===== config.mk =====
export PLATFORM = sky130hd
export DESIGN_NAME = sac_slider_accel_recal_ctrl
export DESIGN_NICKNAME = d
export VERILOG_FILES = /design/src/sac_pkg.sv /design/src/sac_extra_irq_calc.sv /design/src/sac_repeat_interval.sv /design/src/sac_slider_accel_recal_ctrl.sv
export SDC_FILE = /design/constraint.sdc
export NUM_CORES = 1
export LEC_CHECK = 0
export BUFFER_PORTS_ARGS = -buffer_cell sky130_fd_sc_hd__buf_2
export CORE_ASPECT_RATIO = 0.8
export CORE_MARGIN = 8
export CORE_UTILIZATION = 35
export CTS_CLUSTER_SIZE = 40
export DETAILED_ROUTE_END_ITERATION = 8
export GPL_TIMING_DRIVEN = 0
export SYNTH_ARGS = -nofsm -noshare
export SYNTH_HDL_FRONTEND = slang
export SYNTH_SLANG_ARGS = --single-unit

===== constraint.sdc =====
create_clock -name clk_sys -period 3.6 [get_ports clk_sys]
set_input_delay 0.54 -clock clk_sys [delete_from_list [all_inputs] [get_ports clk_sys]]
set_output_delay 0.54 -clock clk_sys [all_outputs]
set_load 0.005 [all_outputs]

===== src/sac_pkg.sv =====
/*
  constants, field layout, reset values and state type for the slider
  acceleration and forced recalibration block.
  assumes one 200 MHz system clock and an internal register port.

// Notes on behaviour
// - accel enable set: extra interrupts after fast slide, count grows with speed, capped.
// - accel enable clear: no extra interrupts during or after any slide.
// - extra_irq_limit in bits 6-4, reset 100b, caps extras per slide.
// - under half limit: N; to three quarters: N/2; to full: N>=4.
// - slide_time_limit in bits 3-2, reset 01b; slower slides give no extras.
// - slide_time_limit selects 350, 560, 770 or 980 ms.
// - speed_repeat_scale in bits 1-0, reset 01b; speed counts sensors per 100 ms.
// - repeat interval from sensor count and scale; one sensor uses base repeat rate.
// - base rate at most 105 with scale 11b: fixed 140, 105, 70.
// - host sets force bit; device recalibrates channel and replaces base count.
// - bit 7 requests grouped sensors, bits 6..0 request channels 7..1.
// - force bit stays set while running, device clears it when done.
*/
package sac_pkg;

    localparam logic [7:0] ADDR_SPEED_CFG     = 8'h3E;
    localparam logic [7:0] ADDR_RECAL         = 8'h3F;
    localparam logic [7:0] SPEED_CFG_RESET    = 8'hC5;
    localparam logic [7:0] RECAL_RESET        = 8'h00;
    localparam logic [7:0] READ_ZERO          = 8'h00;

    localparam int ACC_EN_BIT       = 7;
    localparam int LIMIT_MSB        = 6;
    localparam int LIMIT_LSB        = 4;
    localparam int STIME_MSB        = 3;
    localparam int STIME_LSB        = 2;
    localparam int SCALE_MSB        = 1;
    localparam int SCALE_LSB        = 0;
    localparam int RECAL_W          = 8;
    localparam int SENSOR_W         = 7;

    localparam int CLK_PERIOD_NS    = 5;
    localparam int MS_NS            = 1000000;
    localparam int MS_CYCLES        = (MS_NS + CLK_PERIOD_NS - 1) / CLK_PERIOD_NS;

    localparam int MS_W             = 10;
    localparam logic [9:0] MS_SAT   = 10'h3FF;
    localparam logic [9:0] SLIDE_MS_0 = 10'd350;
    localparam logic [9:0] SLIDE_MS_1 = 10'd560;
    localparam logic [9:0] SLIDE_MS_2 = 10'd770;
    localparam logic [9:0] SLIDE_MS_3 = 10'd980;
    localparam logic [6:0] SPEED_WINDOW_MS = 7'd100;

    localparam logic [7:0] REPEAT_35  = 8'd35;
    localparam logic [7:0] REPEAT_70  = 8'd70;
    localparam logic [7:0] REPEAT_105 = 8'd105;
    localparam logic [7:0] REPEAT_140 = 8'd140;
    localparam logic [7:0] FIXED_BASE_MAX = 8'd105;
    localparam logic [1:0] SCALE_FIXED    = 2'b11;

    typedef enum logic [1:0] {SL_IDLE, SL_TIMING, SL_ISSUE} sac_slide_state_t;

    function automatic logic [2:0] popcount7(input logic [6:0] v);
        logic [2:0] c;
        c = 3'h0;
        for (int i = 0; i < 7; i++)
        begin
            c = c + {2'b00, v[i]};
        end
        return c;
    endfunction

endpackage


===== src/sac_extra_irq_calc.sv =====
/*
  extra interrupt count from measured slide time and configuration.
  assumes slide time in whole milliseconds, saturated by the caller.
*/
`timescale 1ns/1ps
module sac_extra_irq_calc
(
    input  wire logic [2:0] extraIrqLimit,
    input  wire logic [1:0] slideTimeLimit,
    input  wire logic [9:0] slideMs,
    output logic      [2:0] extraCount
);
    logic [9:0]  limitMs;
    logic [11:0] twiceT;
    logic [11:0] fourT;
    logic [11:0] threeLim;

    always_comb
    begin
        unique case (slideTimeLimit)
            2'b00: limitMs = sac_pkg::SLIDE_MS_0;
            2'b01: limitMs = sac_pkg::SLIDE_MS_1;
            2'b10: limitMs = sac_pkg::SLIDE_MS_2;
            2'b11: limitMs = sac_pkg::SLIDE_MS_3;
        endcase
    end

    always_comb
    begin
        twiceT   = {1'b0, slideMs, 1'b0};
        fourT    = {slideMs, 2'b00};
        threeLim = {1'b0, limitMs, 1'b0} + {2'b00, limitMs};
        if (twiceT < {2'b00, limitMs})
            extraCount = extraIrqLimit;
        else if (fourT < threeLim)
            extraCount = {1'b0, extraIrqLimit[2:1]};
        else if (slideMs <= limitMs)
            extraCount = {2'b00, extraIrqLimit[2]};
        else
            extraCount = 3'h0;
    end
endmodule


===== src/sac_repeat_interval.sv =====
/*
  slider repeat interval from sensors touched per window and scale.
  assumes base rate in measurement cycles.
*/
`timescale 1ns/1ps
module sac_repeat_interval
(
    input  wire logic [2:0] sensorCount,
    input  wire logic [1:0] speedRepeatScale,
    input  wire logic [7:0] sliderBaseRepeatRate,
    output logic      [7:0] repeatInterval
);
    logic fixedCase;
    logic [7:0] base;

    always_comb
    begin
        base      = sliderBaseRepeatRate;
        fixedCase = (sliderBaseRepeatRate <= sac_pkg::FIXED_BASE_MAX);
        repeatInterval = base;
        if (sensorCount >= 3'd5)
            repeatInterval = sac_pkg::REPEAT_35;
        else if (sensorCount >= 3'd2)
        begin
            unique case (speedRepeatScale)
                2'b00: repeatInterval = sac_pkg::REPEAT_35;
                2'b01: repeatInterval = (sensorCount == 3'd2) ? sac_pkg::REPEAT_70 : sac_pkg::REPEAT_35;
                2'b10: repeatInterval = (sensorCount == 3'd2) ? sac_pkg::REPEAT_105 :
                                        (sensorCount == 3'd3) ? sac_pkg::REPEAT_70 : sac_pkg::REPEAT_35;
                2'b11:
                begin
                    if (fixedCase)
                        repeatInterval = (sensorCount == 3'd2) ? sac_pkg::REPEAT_140 :
                                         (sensorCount == 3'd3) ? sac_pkg::REPEAT_105 : sac_pkg::REPEAT_70;
                    else
                        repeatInterval = (sensorCount == 3'd2) ? base :
                                         (sensorCount == 3'd3) ? (base - {2'b00, base[7:2]}) : {1'b0, base[7:1]};
                end
            endcase
        end
    end
endmodule


===== src/sac_slider_accel_recal_ctrl.sv =====
/*
  slider speed configuration and forced recalibration control: registers,
  slide timing, extra interrupts, speed scaled repeats, recal handshake.
  assumes all inputs come from logic on clk_sys; measTick is one pulse per
  measurement cycle; recalDone pulses when the engine finishes a channel.
*/
`timescale 1ns/1ps
module sac_slider_accel_recal_ctrl
#(
    parameter int MS_CYCLES = sac_pkg::MS_CYCLES
)
(
    input  wire logic       clk_sys,
    input  wire logic       resetn,
    input  wire logic [7:0] regAddr,
    input  wire logic       regWrEn,
    input  wire logic [7:0] regWrData,
    input  wire logic       regRdEn,
    output logic      [7:0] regRdData,
    input  wire logic       measTick,
    input  wire logic [6:0] sensorTouch,
    input  wire logic       slideStart,
    input  wire logic       slideEnd,
    input  wire logic       sliderHeld,
    input  wire logic       sliderIrqIn,
    input  wire logic [7:0] sliderBaseRepeatRate,
    output logic            sliderIrq,
    input  wire logic [7:0] recalDone,
    output logic      [7:0] recalStart,
    output logic      [7:0] recalBusy
);
    localparam int DIV_W = $clog2(MS_CYCLES + 1);
    localparam logic [DIV_W-1:0] DIV_LAST = DIV_W'(MS_CYCLES - 1);

    logic [7:0]       speedCfg_reg;
    logic [7:0]       recal_reg;
    logic [7:0]       recal_next;
    logic [7:0]       rdData_reg;
    logic [7:0]       recalStart_reg;
    logic             sliderIrq_reg;
    logic [DIV_W-1:0] divCnt_reg;
    logic             msTick_reg;
    sac_pkg::sac_slide_state_t state_reg;
    logic [9:0]       slideMs_reg;
    logic [2:0]       extraLeft_reg;
    logic [6:0]       winMs_reg;
    logic [6:0]       touchedMask_reg;
    logic [2:0]       sensorCount_reg;
    logic [7:0]       repCnt_reg;

    logic             accelExtraIrqEnable;
    logic [2:0]       extraIrqLimit;
    logic [1:0]       slideTimeLimit;
    logic [1:0]       speedRepeatScale;
    logic [2:0]       extraCount;
    logic [7:0]       repeatInterval;
    logic             wrSpeed;
    logic             wrRecal;
    logic [7:0]       recalSet;
    logic             extraFire;
    logic             repeatFire;

    assign accelExtraIrqEnable = speedCfg_reg[sac_pkg::ACC_EN_BIT];
    assign extraIrqLimit       = speedCfg_reg[sac_pkg::LIMIT_MSB:sac_pkg::LIMIT_LSB];
    assign slideTimeLimit      = speedCfg_reg[sac_pkg::STIME_MSB:sac_pkg::STIME_LSB];
    assign speedRepeatScale    = speedCfg_reg[sac_pkg::SCALE_MSB:sac_pkg::SCALE_LSB];
    assign wrSpeed             = regWrEn && (regAddr == sac_pkg::ADDR_SPEED_CFG);
    assign wrRecal             = regWrEn && (regAddr == sac_pkg::ADDR_RECAL);
    assign recalSet            = wrRecal ? regWrData : sac_pkg::RECAL_RESET;

    sac_extra_irq_calc u_extra
    (
        .extraIrqLimit  (extraIrqLimit),
        .slideTimeLimit (slideTimeLimit),
        .slideMs        (slideMs_reg),
        .extraCount     (extraCount)
    );

    sac_repeat_interval u_repeat
    (
        .sensorCount          (sensorCount_reg),
        .speedRepeatScale     (speedRepeatScale),
        .sliderBaseRepeatRate (sliderBaseRepeatRate),
        .repeatInterval       (repeatInterval)
    );

    // configuration register
    always_ff @(posedge clk_sys)
    begin
        if (!resetn)
            speedCfg_reg <= sac_pkg::SPEED_CFG_RESET;
        else if (wrSpeed)
            speedCfg_reg <= regWrData;
    end

    // force recalibration bits: host sets, engine done clears, set wins
    always_comb
    begin
        recal_next = (recal_reg & ~recalDone) | recalSet;
    end

    always_ff @(posedge clk_sys)
    begin
        if (!resetn)
            recal_reg <= sac_pkg::RECAL_RESET;
        else
            recal_reg <= recal_next;
    end

    // start pulse for requested channels that are idle or finish this cycle
    always_ff @(posedge clk_sys)
    begin
        if (!resetn)
            recalStart_reg <= sac_pkg::RECAL_RESET;
        else
            recalStart_reg <= recalSet & (~recal_reg | recalDone);
    end

    // register readback
    always_ff @(posedge clk_sys)
    begin
        if (!resetn)
            rdData_reg <= sac_pkg::READ_ZERO;
        else if (regRdEn)
        begin
            if (regAddr == sac_pkg::ADDR_SPEED_CFG)
                rdData_reg <= speedCfg_reg;
            else if (regAddr == sac_pkg::ADDR_RECAL)
                rdData_reg <= recal_reg;
            else
                rdData_reg <= sac_pkg::READ_ZERO;
        end
    end

    // millisecond enable divider
    always_ff @(posedge clk_sys)
    begin
        if (!resetn)
        begin
            divCnt_reg <= '0;
            msTick_reg <= 1'b0;
        end
        else if (divCnt_reg == DIV_LAST)
        begin
            divCnt_reg <= '0;
            msTick_reg <= 1'b1;
        end
        else
        begin
            divCnt_reg <= divCnt_reg + 1'b1;
            msTick_reg <= 1'b0;
        end
    end

    // slide timing and extra interrupt issue
    always_ff @(posedge clk_sys)
    begin
        if (!resetn)
        begin
            state_reg     <= sac_pkg::SL_IDLE;
            slideMs_reg   <= '0;
            extraLeft_reg <= 3'h0;
        end
        else
        begin
            unique case (state_reg)
                sac_pkg::SL_IDLE:
                begin
                    if (slideStart)
                    begin
                        state_reg   <= sac_pkg::SL_TIMING;
                        slideMs_reg <= '0;
                    end
                end
                sac_pkg::SL_TIMING:
                begin
                    if (slideStart)
                        slideMs_reg <= '0;
                    else if (slideEnd)
                    begin
                        if (accelExtraIrqEnable && (extraCount != 3'h0))
                        begin
                            state_reg     <= sac_pkg::SL_ISSUE;
                            extraLeft_reg <= extraCount;
                        end
                        else
                            state_reg <= sac_pkg::SL_IDLE;
                    end
                    else if (msTick_reg && (slideMs_reg != sac_pkg::MS_SAT))
                        slideMs_reg <= slideMs_reg + 1'b1;
                end
                sac_pkg::SL_ISSUE:
                begin
                    if (slideStart)
                    begin
                        state_reg     <= sac_pkg::SL_TIMING;
                        slideMs_reg   <= '0;
                        extraLeft_reg <= 3'h0;
                    end
                    else if (!accelExtraIrqEnable)
                    begin
                        state_reg     <= sac_pkg::SL_IDLE;
                        extraLeft_reg <= 3'h0;
                    end
                    else if (measTick)
                    begin
                        extraLeft_reg <= extraLeft_reg - 1'b1;
                        if (extraLeft_reg == 3'h1)
                            state_reg <= sac_pkg::SL_IDLE;
                    end
                end
            endcase
        end
    end

    assign extraFire = (state_reg == sac_pkg::SL_ISSUE) && accelExtraIrqEnable && measTick && !slideStart;

    // sensors touched per speed window
    always_ff @(posedge clk_sys)
    begin
        if (!resetn || !sliderHeld)
        begin
            winMs_reg       <= '0;
            touchedMask_reg <= '0;
            sensorCount_reg <= 3'h0;
        end
        else if (msTick_reg && (winMs_reg == sac_pkg::SPEED_WINDOW_MS - 7'd1))
        begin
            winMs_reg       <= '0;
            touchedMask_reg <= '0;
            sensorCount_reg <= sac_pkg::popcount7(touchedMask_reg | sensorTouch);
        end
        else
        begin
            if (msTick_reg)
                winMs_reg <= winMs_reg + 7'd1;
            touchedMask_reg <= touchedMask_reg | sensorTouch;
        end
    end

    // speed scaled repeat counter in measurement cycles
    always_ff @(posedge clk_sys)
    begin
        if (!resetn || !sliderHeld || sliderIrqIn)
            repCnt_reg <= '0;
        else if (measTick)
        begin
            if (repeatFire)
                repCnt_reg <= '0;
            else
                repCnt_reg <= repCnt_reg + 8'd1;
        end
    end

    assign repeatFire = sliderHeld && !sliderIrqIn && measTick && (repeatInterval != 8'd0) &&
                        ((repCnt_reg + 8'd1) >= repeatInterval);

    // one slider interrupt path for ordinary, extra and repeat events
    always_ff @(posedge clk_sys)
    begin
        if (!resetn)
            sliderIrq_reg <= 1'b0;
        else
            sliderIrq_reg <= sliderIrqIn | extraFire | repeatFire;
    end

    assign regRdData  = rdData_reg;
    assign sliderIrq  = sliderIrq_reg;
    assign recalStart = recalStart_reg;
    assign recalBusy  = recal_reg;
endmodule


# ---- After elaboration in Yosys (flattened, before gate mapping)
# Index checks and enable logic that the tools add are counted.
dict set report op_classes {
  add_sub_neg 13
  multipliers 0
  div 0
  order_cmp 7
  eq_ne 25
  shift 0
  mux 41
  bitwise_logic 10
  reduce_logical 30
}
# operator count
set op_table {}
lappend op_table {{$mux 8} 11}
lappend op_table {{$mux 10} 4}
lappend op_table {{$pmux 10 s4} 1}
lappend op_table {{$pmux 8 s4} 1}
lappend op_table {{$mux 3} 8}
lappend op_table {{$pmux 10 s2} 1}
lappend op_table {{$add 18x1->18 const B} 1}
lappend op_table {{$eq 18x18->1 const B} 1}
lappend op_table {{$and 8x8->8} 2}
lappend op_table {{$eq 8x6->1 const B} 2}
lappend op_table {{$mux 2} 8}
lappend op_table {{$not 8->8} 2}
lappend op_table {{$or 8x8->8} 2}
lappend op_table {{$mux 7} 2}
lappend op_table {{$add 11x10->12} 1}
lappend op_table {{$add 3x1->3} 4}
lappend op_table {{$logic_and 1x1->1} 12}
lappend op_table {{$lt 12x12->1} 1}
lappend op_table {{$lt 11x10->1} 1}
lappend op_table {{$add 10x1->10 const B} 1}
lappend op_table {{$eq 2x2->1 const B} 5}
lappend op_table {{$le 10x10->1} 1}
lappend op_table {{$ne 10x10->1 const B} 1}
lappend op_table {{$reduce_and 5->1} 2}
lappend op_table {{33 further kinds} 51}
dict set report word_totals {
  ff_bits 92
  latchBits 0
  ram_bits 0
  mem_bits_ro 0
  inputBits 48
  out_inout_bits 25
  word_cells 140
  memories 0
}

# ---- Depth between registers and ports, before layout
dict set report depth {
  ltp_word 12
  ltp_mapped 16
}

# ---- Cells and area by module
# From an unflattened synthesis, not the netlist that was laid out.
dict set report hier_totals {
  hier_cells 706
  hier_area_um2 5940.7
}
# module instances cells_each area_each_um2
set modules_own_cells {}
lappend modules_own_cells {sac_slider_accel_recal_ctrl 1 492 4355.4}
lappend modules_own_cells {sac_repeat_interval 1 121 798.3}
lappend modules_own_cells {sac_extra_irq_calc 1 93 787.0}

# ---- Worst setup path after synthesis
# No wires, ideal clock.
dict set report synth_timing {
  path_type {in2reg}
  from {in sliderBaseRepeatRate[0]}
  to {reg repCnt_reg[0]}
  setup_time_ps 130
  arrival_ps 3101
  t_required_ps 3470
  slack_ps 369
  stages 15
  cell_sequence {inv_1 -> ha_1 -> fa_1 -> nand2b_1 -> a21oi_1 -> mux2i_1 -> a41oi_1 -> or2_1 -> inv_1 -> ha_1 -> o21ai_0 -> a211oi_1 -> a21boi_0 -> a31oi_1 -> o21ai_1}
}
dict set report synth_via {
  elab_chain_cells 11
}
# element line
set synth_rtl {}
lappend synth_rtl {{from (decl)} sac_slider_accel_recal_ctrl.sv:26} ;# input wire logic [7:0] sliderBaseRepeatRate,
lappend synth_rtl {{$sub 8x6->8} sac_repeat_interval.sv:37} ;# (sensorCount == 3'd3) ? (base - {2'b00, base[7:2]}) : {1'b0, base[7:1]};
lappend synth_rtl {{$mux 8} sac_repeat_interval.sv:37}
lappend synth_rtl {{$mux 8} sac_repeat_interval.sv:36} ;# repeatInterval = (sensorCount == 3'd2) ? base :
lappend synth_rtl {{$mux 8} sac_repeat_interval.sv:32} ;# if (fixedCase)
lappend synth_rtl {{$pmux 8 s4} sac_repeat_interval.sv:25} ;# unique case (speedRepeatScale)
lappend synth_rtl {{$mux 8 (*)} sac_repeat_interval.sv:23} ;# else if (sensorCount >= 3'd2)
lappend synth_rtl {{$mux 8 (*)} sac_repeat_interval.sv:21} ;# if (sensorCount >= 3'd5)
lappend synth_rtl {{branches (longest 2 deep; another with $ge 8x8->1)} n/a}
lappend synth_rtl {{$logic_and 1x1->1 (*)} sac_slider_accel_recal_ctrl.sv:255} ;# assign repeatFire = sliderHeld && !sliderIrqIn && measTick && (repeatInterval != 8'd0) &&
lappend synth_rtl {{$mux 8 (*)} sac_slider_accel_recal_ctrl.sv:248} ;# if (repeatFire)
lappend synth_rtl {{to (signal assigned)} sac_slider_accel_recal_ctrl.sv:251} ;# repCnt_reg <= repCnt_reg + 8'd1;
lappend synth_rtl {{to (decl)} sac_slider_accel_recal_ctrl.sv:49} ;# logic [7:0] repCnt_reg;
# Mark *: on every way between the ends.
# A chain may end at the register's enable or synchronous reset.

# ---- Final worst setup path
dict set report layout_timing {
  from {in sliderBaseRepeatRate[4]}
  to {reg sliderIrq_reg, in the netlist sliderIrq}
}
dict set report layout_via {
  elab_chain_cells 11
}
# element line
set layout_rtl {}
lappend layout_rtl {{$sub 8x6->8} sac_repeat_interval.sv:37}
lappend layout_rtl {{$mux 8} sac_repeat_interval.sv:37}
lappend layout_rtl {{$mux 8} sac_repeat_interval.sv:36}
lappend layout_rtl {{$mux 8} sac_repeat_interval.sv:32}
lappend layout_rtl {{$pmux 8 s4} sac_repeat_interval.sv:25}
lappend layout_rtl {{$mux 8 (*)} sac_repeat_interval.sv:23}
lappend layout_rtl {{$mux 8 (*)} sac_repeat_interval.sv:21}
lappend layout_rtl {{branches (longest 2 deep; another with $ge 8x8->1)} n/a}
lappend layout_rtl {{$logic_and 1x1->1 (*)} sac_slider_accel_recal_ctrl.sv:255}
lappend layout_rtl {{$or 1x1->1 (*)} sac_slider_accel_recal_ctrl.sv:264} ;# sliderIrq_reg <= sliderIrqIn | extraFire | repeatFire;
lappend layout_rtl {{to (signal assigned)} sac_slider_accel_recal_ctrl.sv:264}
lappend layout_rtl {{to (decl)} sac_slider_accel_recal_ctrl.sv:40} ;# logic sliderIrq_reg;
# Marked as above.

==> impl_metrics.csv <==
group,metric,value,unit
job,cap_violations,0,
routing,routed_wl,14.0,mm
min_path,min_path_cells,3,
setup_path,rr_endpoint,"extraLeft_reg[2]$_SDFFE_PN0P_",
yosys,syn_area,5770,um2
clocking,cts_num_sinks,92,
min_path,holdPathEnd,"recalStart[5]$_SDFF_PN0_",
floorplanning,ioPinCount,73,
sta,skew,7.57,ps
routing,route.detailed.drc,0,
setup_path,crit_fanout,8,
floorplanning,die_area,20900,um2
yosys,synth.distinct_cells,71,
global_route,first_global_vias,4815,
sta,hold_viol,0,
yosys,synthArstFlopShare,0,%
clocking,clock_latency,340,ps
power,p_sw,0.000572,W
yosys,syn_area_per_cell,8.24,um2
sta,setup_viol,0,
final_layout,drive_gt1_share,14.5,%
place,dp_hpwl,10.9,mm
floorplanning,die_h,131,um
sta,min_period,3320,ps
place,routabilityCongestion,0.864,
clocking,root_buffer,"clkbuf_16",
floorplanning,die_x,160,um
power,swShare,24.5,%
sta,min_period_over_period,92.3,%
power,clkPwrFrac,43.2,%
yosys,synth_area_leaders,"dfxtp_1 (32%), ha_1 (13%), nor2_1 (6.2%)",
clocking,cts_tree,"yes",
final_layout,layout.nets,892,
clocking,postCtsSetupBuffers,0,
global_route,grt_pass1_wl,23.6,mm
clocking,cts_hold_buf,0,
sta,max-slew-margin-rel,38.1,%
setup_path,cp.required,3830,ps
clocking,cts_buffers,9,
sta,slew_viol_final,0,
setup_path,r2r-start,"speedCfg_reg[2]$_SDFFE_PN1P_",
sta,worst_pin_slew,925,ps
setup_path,critPathArrivalTime,3550,ps
routing,wl_per_cell,13.9,um
yosys,synth-seq-area-share,31.9,%
setup_path,crit_type,"in2reg",
yosys,synthCells,700,
yosys,synthTopCellsByCount,"nor2_1 (96), dfxtp_1 (92), nand2_1 (68)",
power,p_seq_share,45.2,%
yosys,synth_edf_count,0,
power,p_leak,2.89,nW
floorplanning,initial_core_util,35.3,%
setup_path,rrSetupSlack,300,ps
setup_path,rr_worst_depth,14,
min_path,hp-class,"in2reg",
sta,whs,412,ps
setup_path,cp-start-kind,"input port",
final_layout,area_delta_synth_final,17.1,%
power,p_comb_share,11.6,%
sta,rsz0062_at_grt,"false",
place,post_dp_cell_area,6400,um2
power,powerDensity,346,nW/um2
global_route,grt.total_usage,13.7,%
yosys,synth_warnings,0,
yosys,syn_nets,811,
routing,via_count,4999,
routing,firstDrtPassIters,4,
final_layout,largest_reg_flops,18,
setup_path,crit_path_end_kind,"flip-flop",
clocking,h-tree-depth,3,
final_layout,post-route-cell-area,6750,um2
global_route,grt_max_degree,16,
run_status,status,"completed",
floorplanning,rows,42,
yosys,yosysMostFrequentCell,"nor2_1",
yosys,synth_ff_type,"dfxtp_1",
clocking,clock_path_buffers,2,
routing,drt-initial-drc-count,253,
min_path,hp-start,"recalDone[5]",
yosys,synth_top_area_share,31.9,%
clocking,path_clk_slew,70,ps
sta,fmax,301,MHz
place,io_buffer_count,71,
routing,ant_nets,0,
power,ir_worst_vdd,0.000239,V
final_layout,antenna_cells,0,
final_layout,final_core_util,41.3,%
global_route,gr-total-overflow,0,
global_route,grt_antenna_before_repair,0,
yosys,ys_ff_latch,92,
power,p_int,0.00176,W
routing,viasPerCell,4.97,
yosys,yosysTopAreaCell,"dfxtp_1",
floorplanning,core_area,16300,um2
cell families after synthesis:
group,Yosys count,synth area share (%)
and+or+nand+nor,291,24.8
muxes,21,3.65
DFF,92,31.9
adders and majority gates,63,14.3
buffers and inverters,62,4.34
AOI/OAI and AO/OA,129,14.5
xor gates and xnor gates,42,6.38
how the worst max path moves through the flow:
stage | end | slack, ps | startpoint
after floorplan | repCnt_reg[0]$_SDFFE_PP0P_ | 370 | sliderBaseRepeatRate[0]
after detailed placement | repCnt_reg[6]$_SDFFE_PP0P_ | -320 | sliderBaseRepeatRate[0]
after global routing | repCnt_reg[6]$_SDFFE_PP0P_ | 6 | sliderBaseRepeatRate[0]
after CTS | repCnt_reg[6]$_SDFFE_PP0P_ | 30 | sliderBaseRepeatRate[0]
after global placement | repCnt_reg[6]$_SDFFE_PP0P_ | -290 | sliderBaseRepeatRate[0]
final | sliderIrq$_SDFF_PN0_ | 280 | sliderBaseRepeatRate[4]
worst max-delay path: stages:
cell and delay, ps:
buf_2 200, inv_1 80, ha_1 330, o21ai_0 160, a21oi_1 100, o2111ai_1 210
o41a_1 170, nand3_1 110, a21oi_1 440, ha_1 330, nor4_1 310, a211oi_2 100
nand2_1 80, a21oi_1 70, o31a_1 320
metal layers:
layer  up-vias  routed length (um)  global-route usage [%]
li1       2617                   -                       -
met1      2243                7310                    18.9
met2       128                5500                    20.0
met3        11                1080                    5.04
met4         0                  88                    3.27
met5         -                   0                       0
power groups by stage:
stage                     sequential [W]  clock [W]  combinational (W)
after floorplan                  0.00107          0           0.000185
after global placement           0.00108          0           0.000268
after detailed placement         0.00108          0           0.000269
after CTS                        0.00105    0.00104           0.000271
after global routing             0.00106    0.00109           0.000312
final                            0.00105    0.00101           0.000271
cell usage in the layout (no fill, tap or decap), types with 3 or more instances in the layout:
| cell | Yosys | layout |
|---|---|---|
| o21a_1 | 5 | 5 |
| nand4b_1 | 3 | 3 |
| a31oi_1 | 4 | 3 |
| fa_1 | 5 | 5 |
| nand2_1 | 68 | 68 |
| nor4_1 | 5 | 4 |
| o21ai_0 | 23 | 22 |
| nor3b_1 | 3 | 3 |
| or2_2 | 9 | 9 |
| mux2i_1 | 21 | 21 |
| a21o_1 | 3 | 3 |
| xor2_1 | 27 | 27 |
| clkbuf_16 | 0 | 9 |
| a21oi_1 | 39 | 39 |
| o211ai_1 | 6 | 6 |
| dfxtp_1 | 92 | 92 |
| nand3_1 | 25 | 25 |
| xnor2_1 | 15 | 15 |
| o21ai_1 | 6 | 7 |
| nand4_1 | 11 | 11 |
| nor3_1 | 8 | 8 |
| nor2_1 | 96 | 96 |
| buf_2 | 5 | 76 |
| a211oi_1 | 8 | 7 |
| and3_1 | 8 | 8 |
| nor2b_1 | 22 | 22 |
| inv_1 | 43 | 43 |
| nand2b_1 | 8 | 8 |
| nand3b_1 | 6 | 6 |
| ha_1 | 58 | 58 |
| nor4b_1 | 4 | 4 |
| clkbuf_1 | 10 | 10 |
repair_timing:
| action | in CTS | in global routing |
|---|---|---|
| gates resized for setup | 2 | 8 |
| setup endpoints to repair | 2 | 12 |
| pin swaps | 0 | 1 |
metrics by stage:
step | worst slack (ps) | total power, W | std cells | TNS [ps]
global route | 5.86 | 0.00246 | 1006 | 0
floorplan | 369 | 0.00126 | 700 | 0
CTS | 31.4 | 0.00236 | 1007 | 0
finish | 278 | 0.00234 | 1006 | 0
global placement | -295 | 0.00135 | 991 | -1920
detailed placement | -323 | 0.00135 | 991 | -2160
area by class of cell:
cell class / instances / area (um2)
Inverter: 44 / 165
Timing Repair Buffer: 71 / 355
Sequential cell: 92 / 1840
Clock buffer: 10 / 229
Clock inverter: 6 / 88.8
Multi-Input combinational cell: 546 / 3720
Fill cell: 1670 / 9590
Tap cell: 220 / 275
Buffer: 17 / 81.3
(Power assumes the default switching activity.)
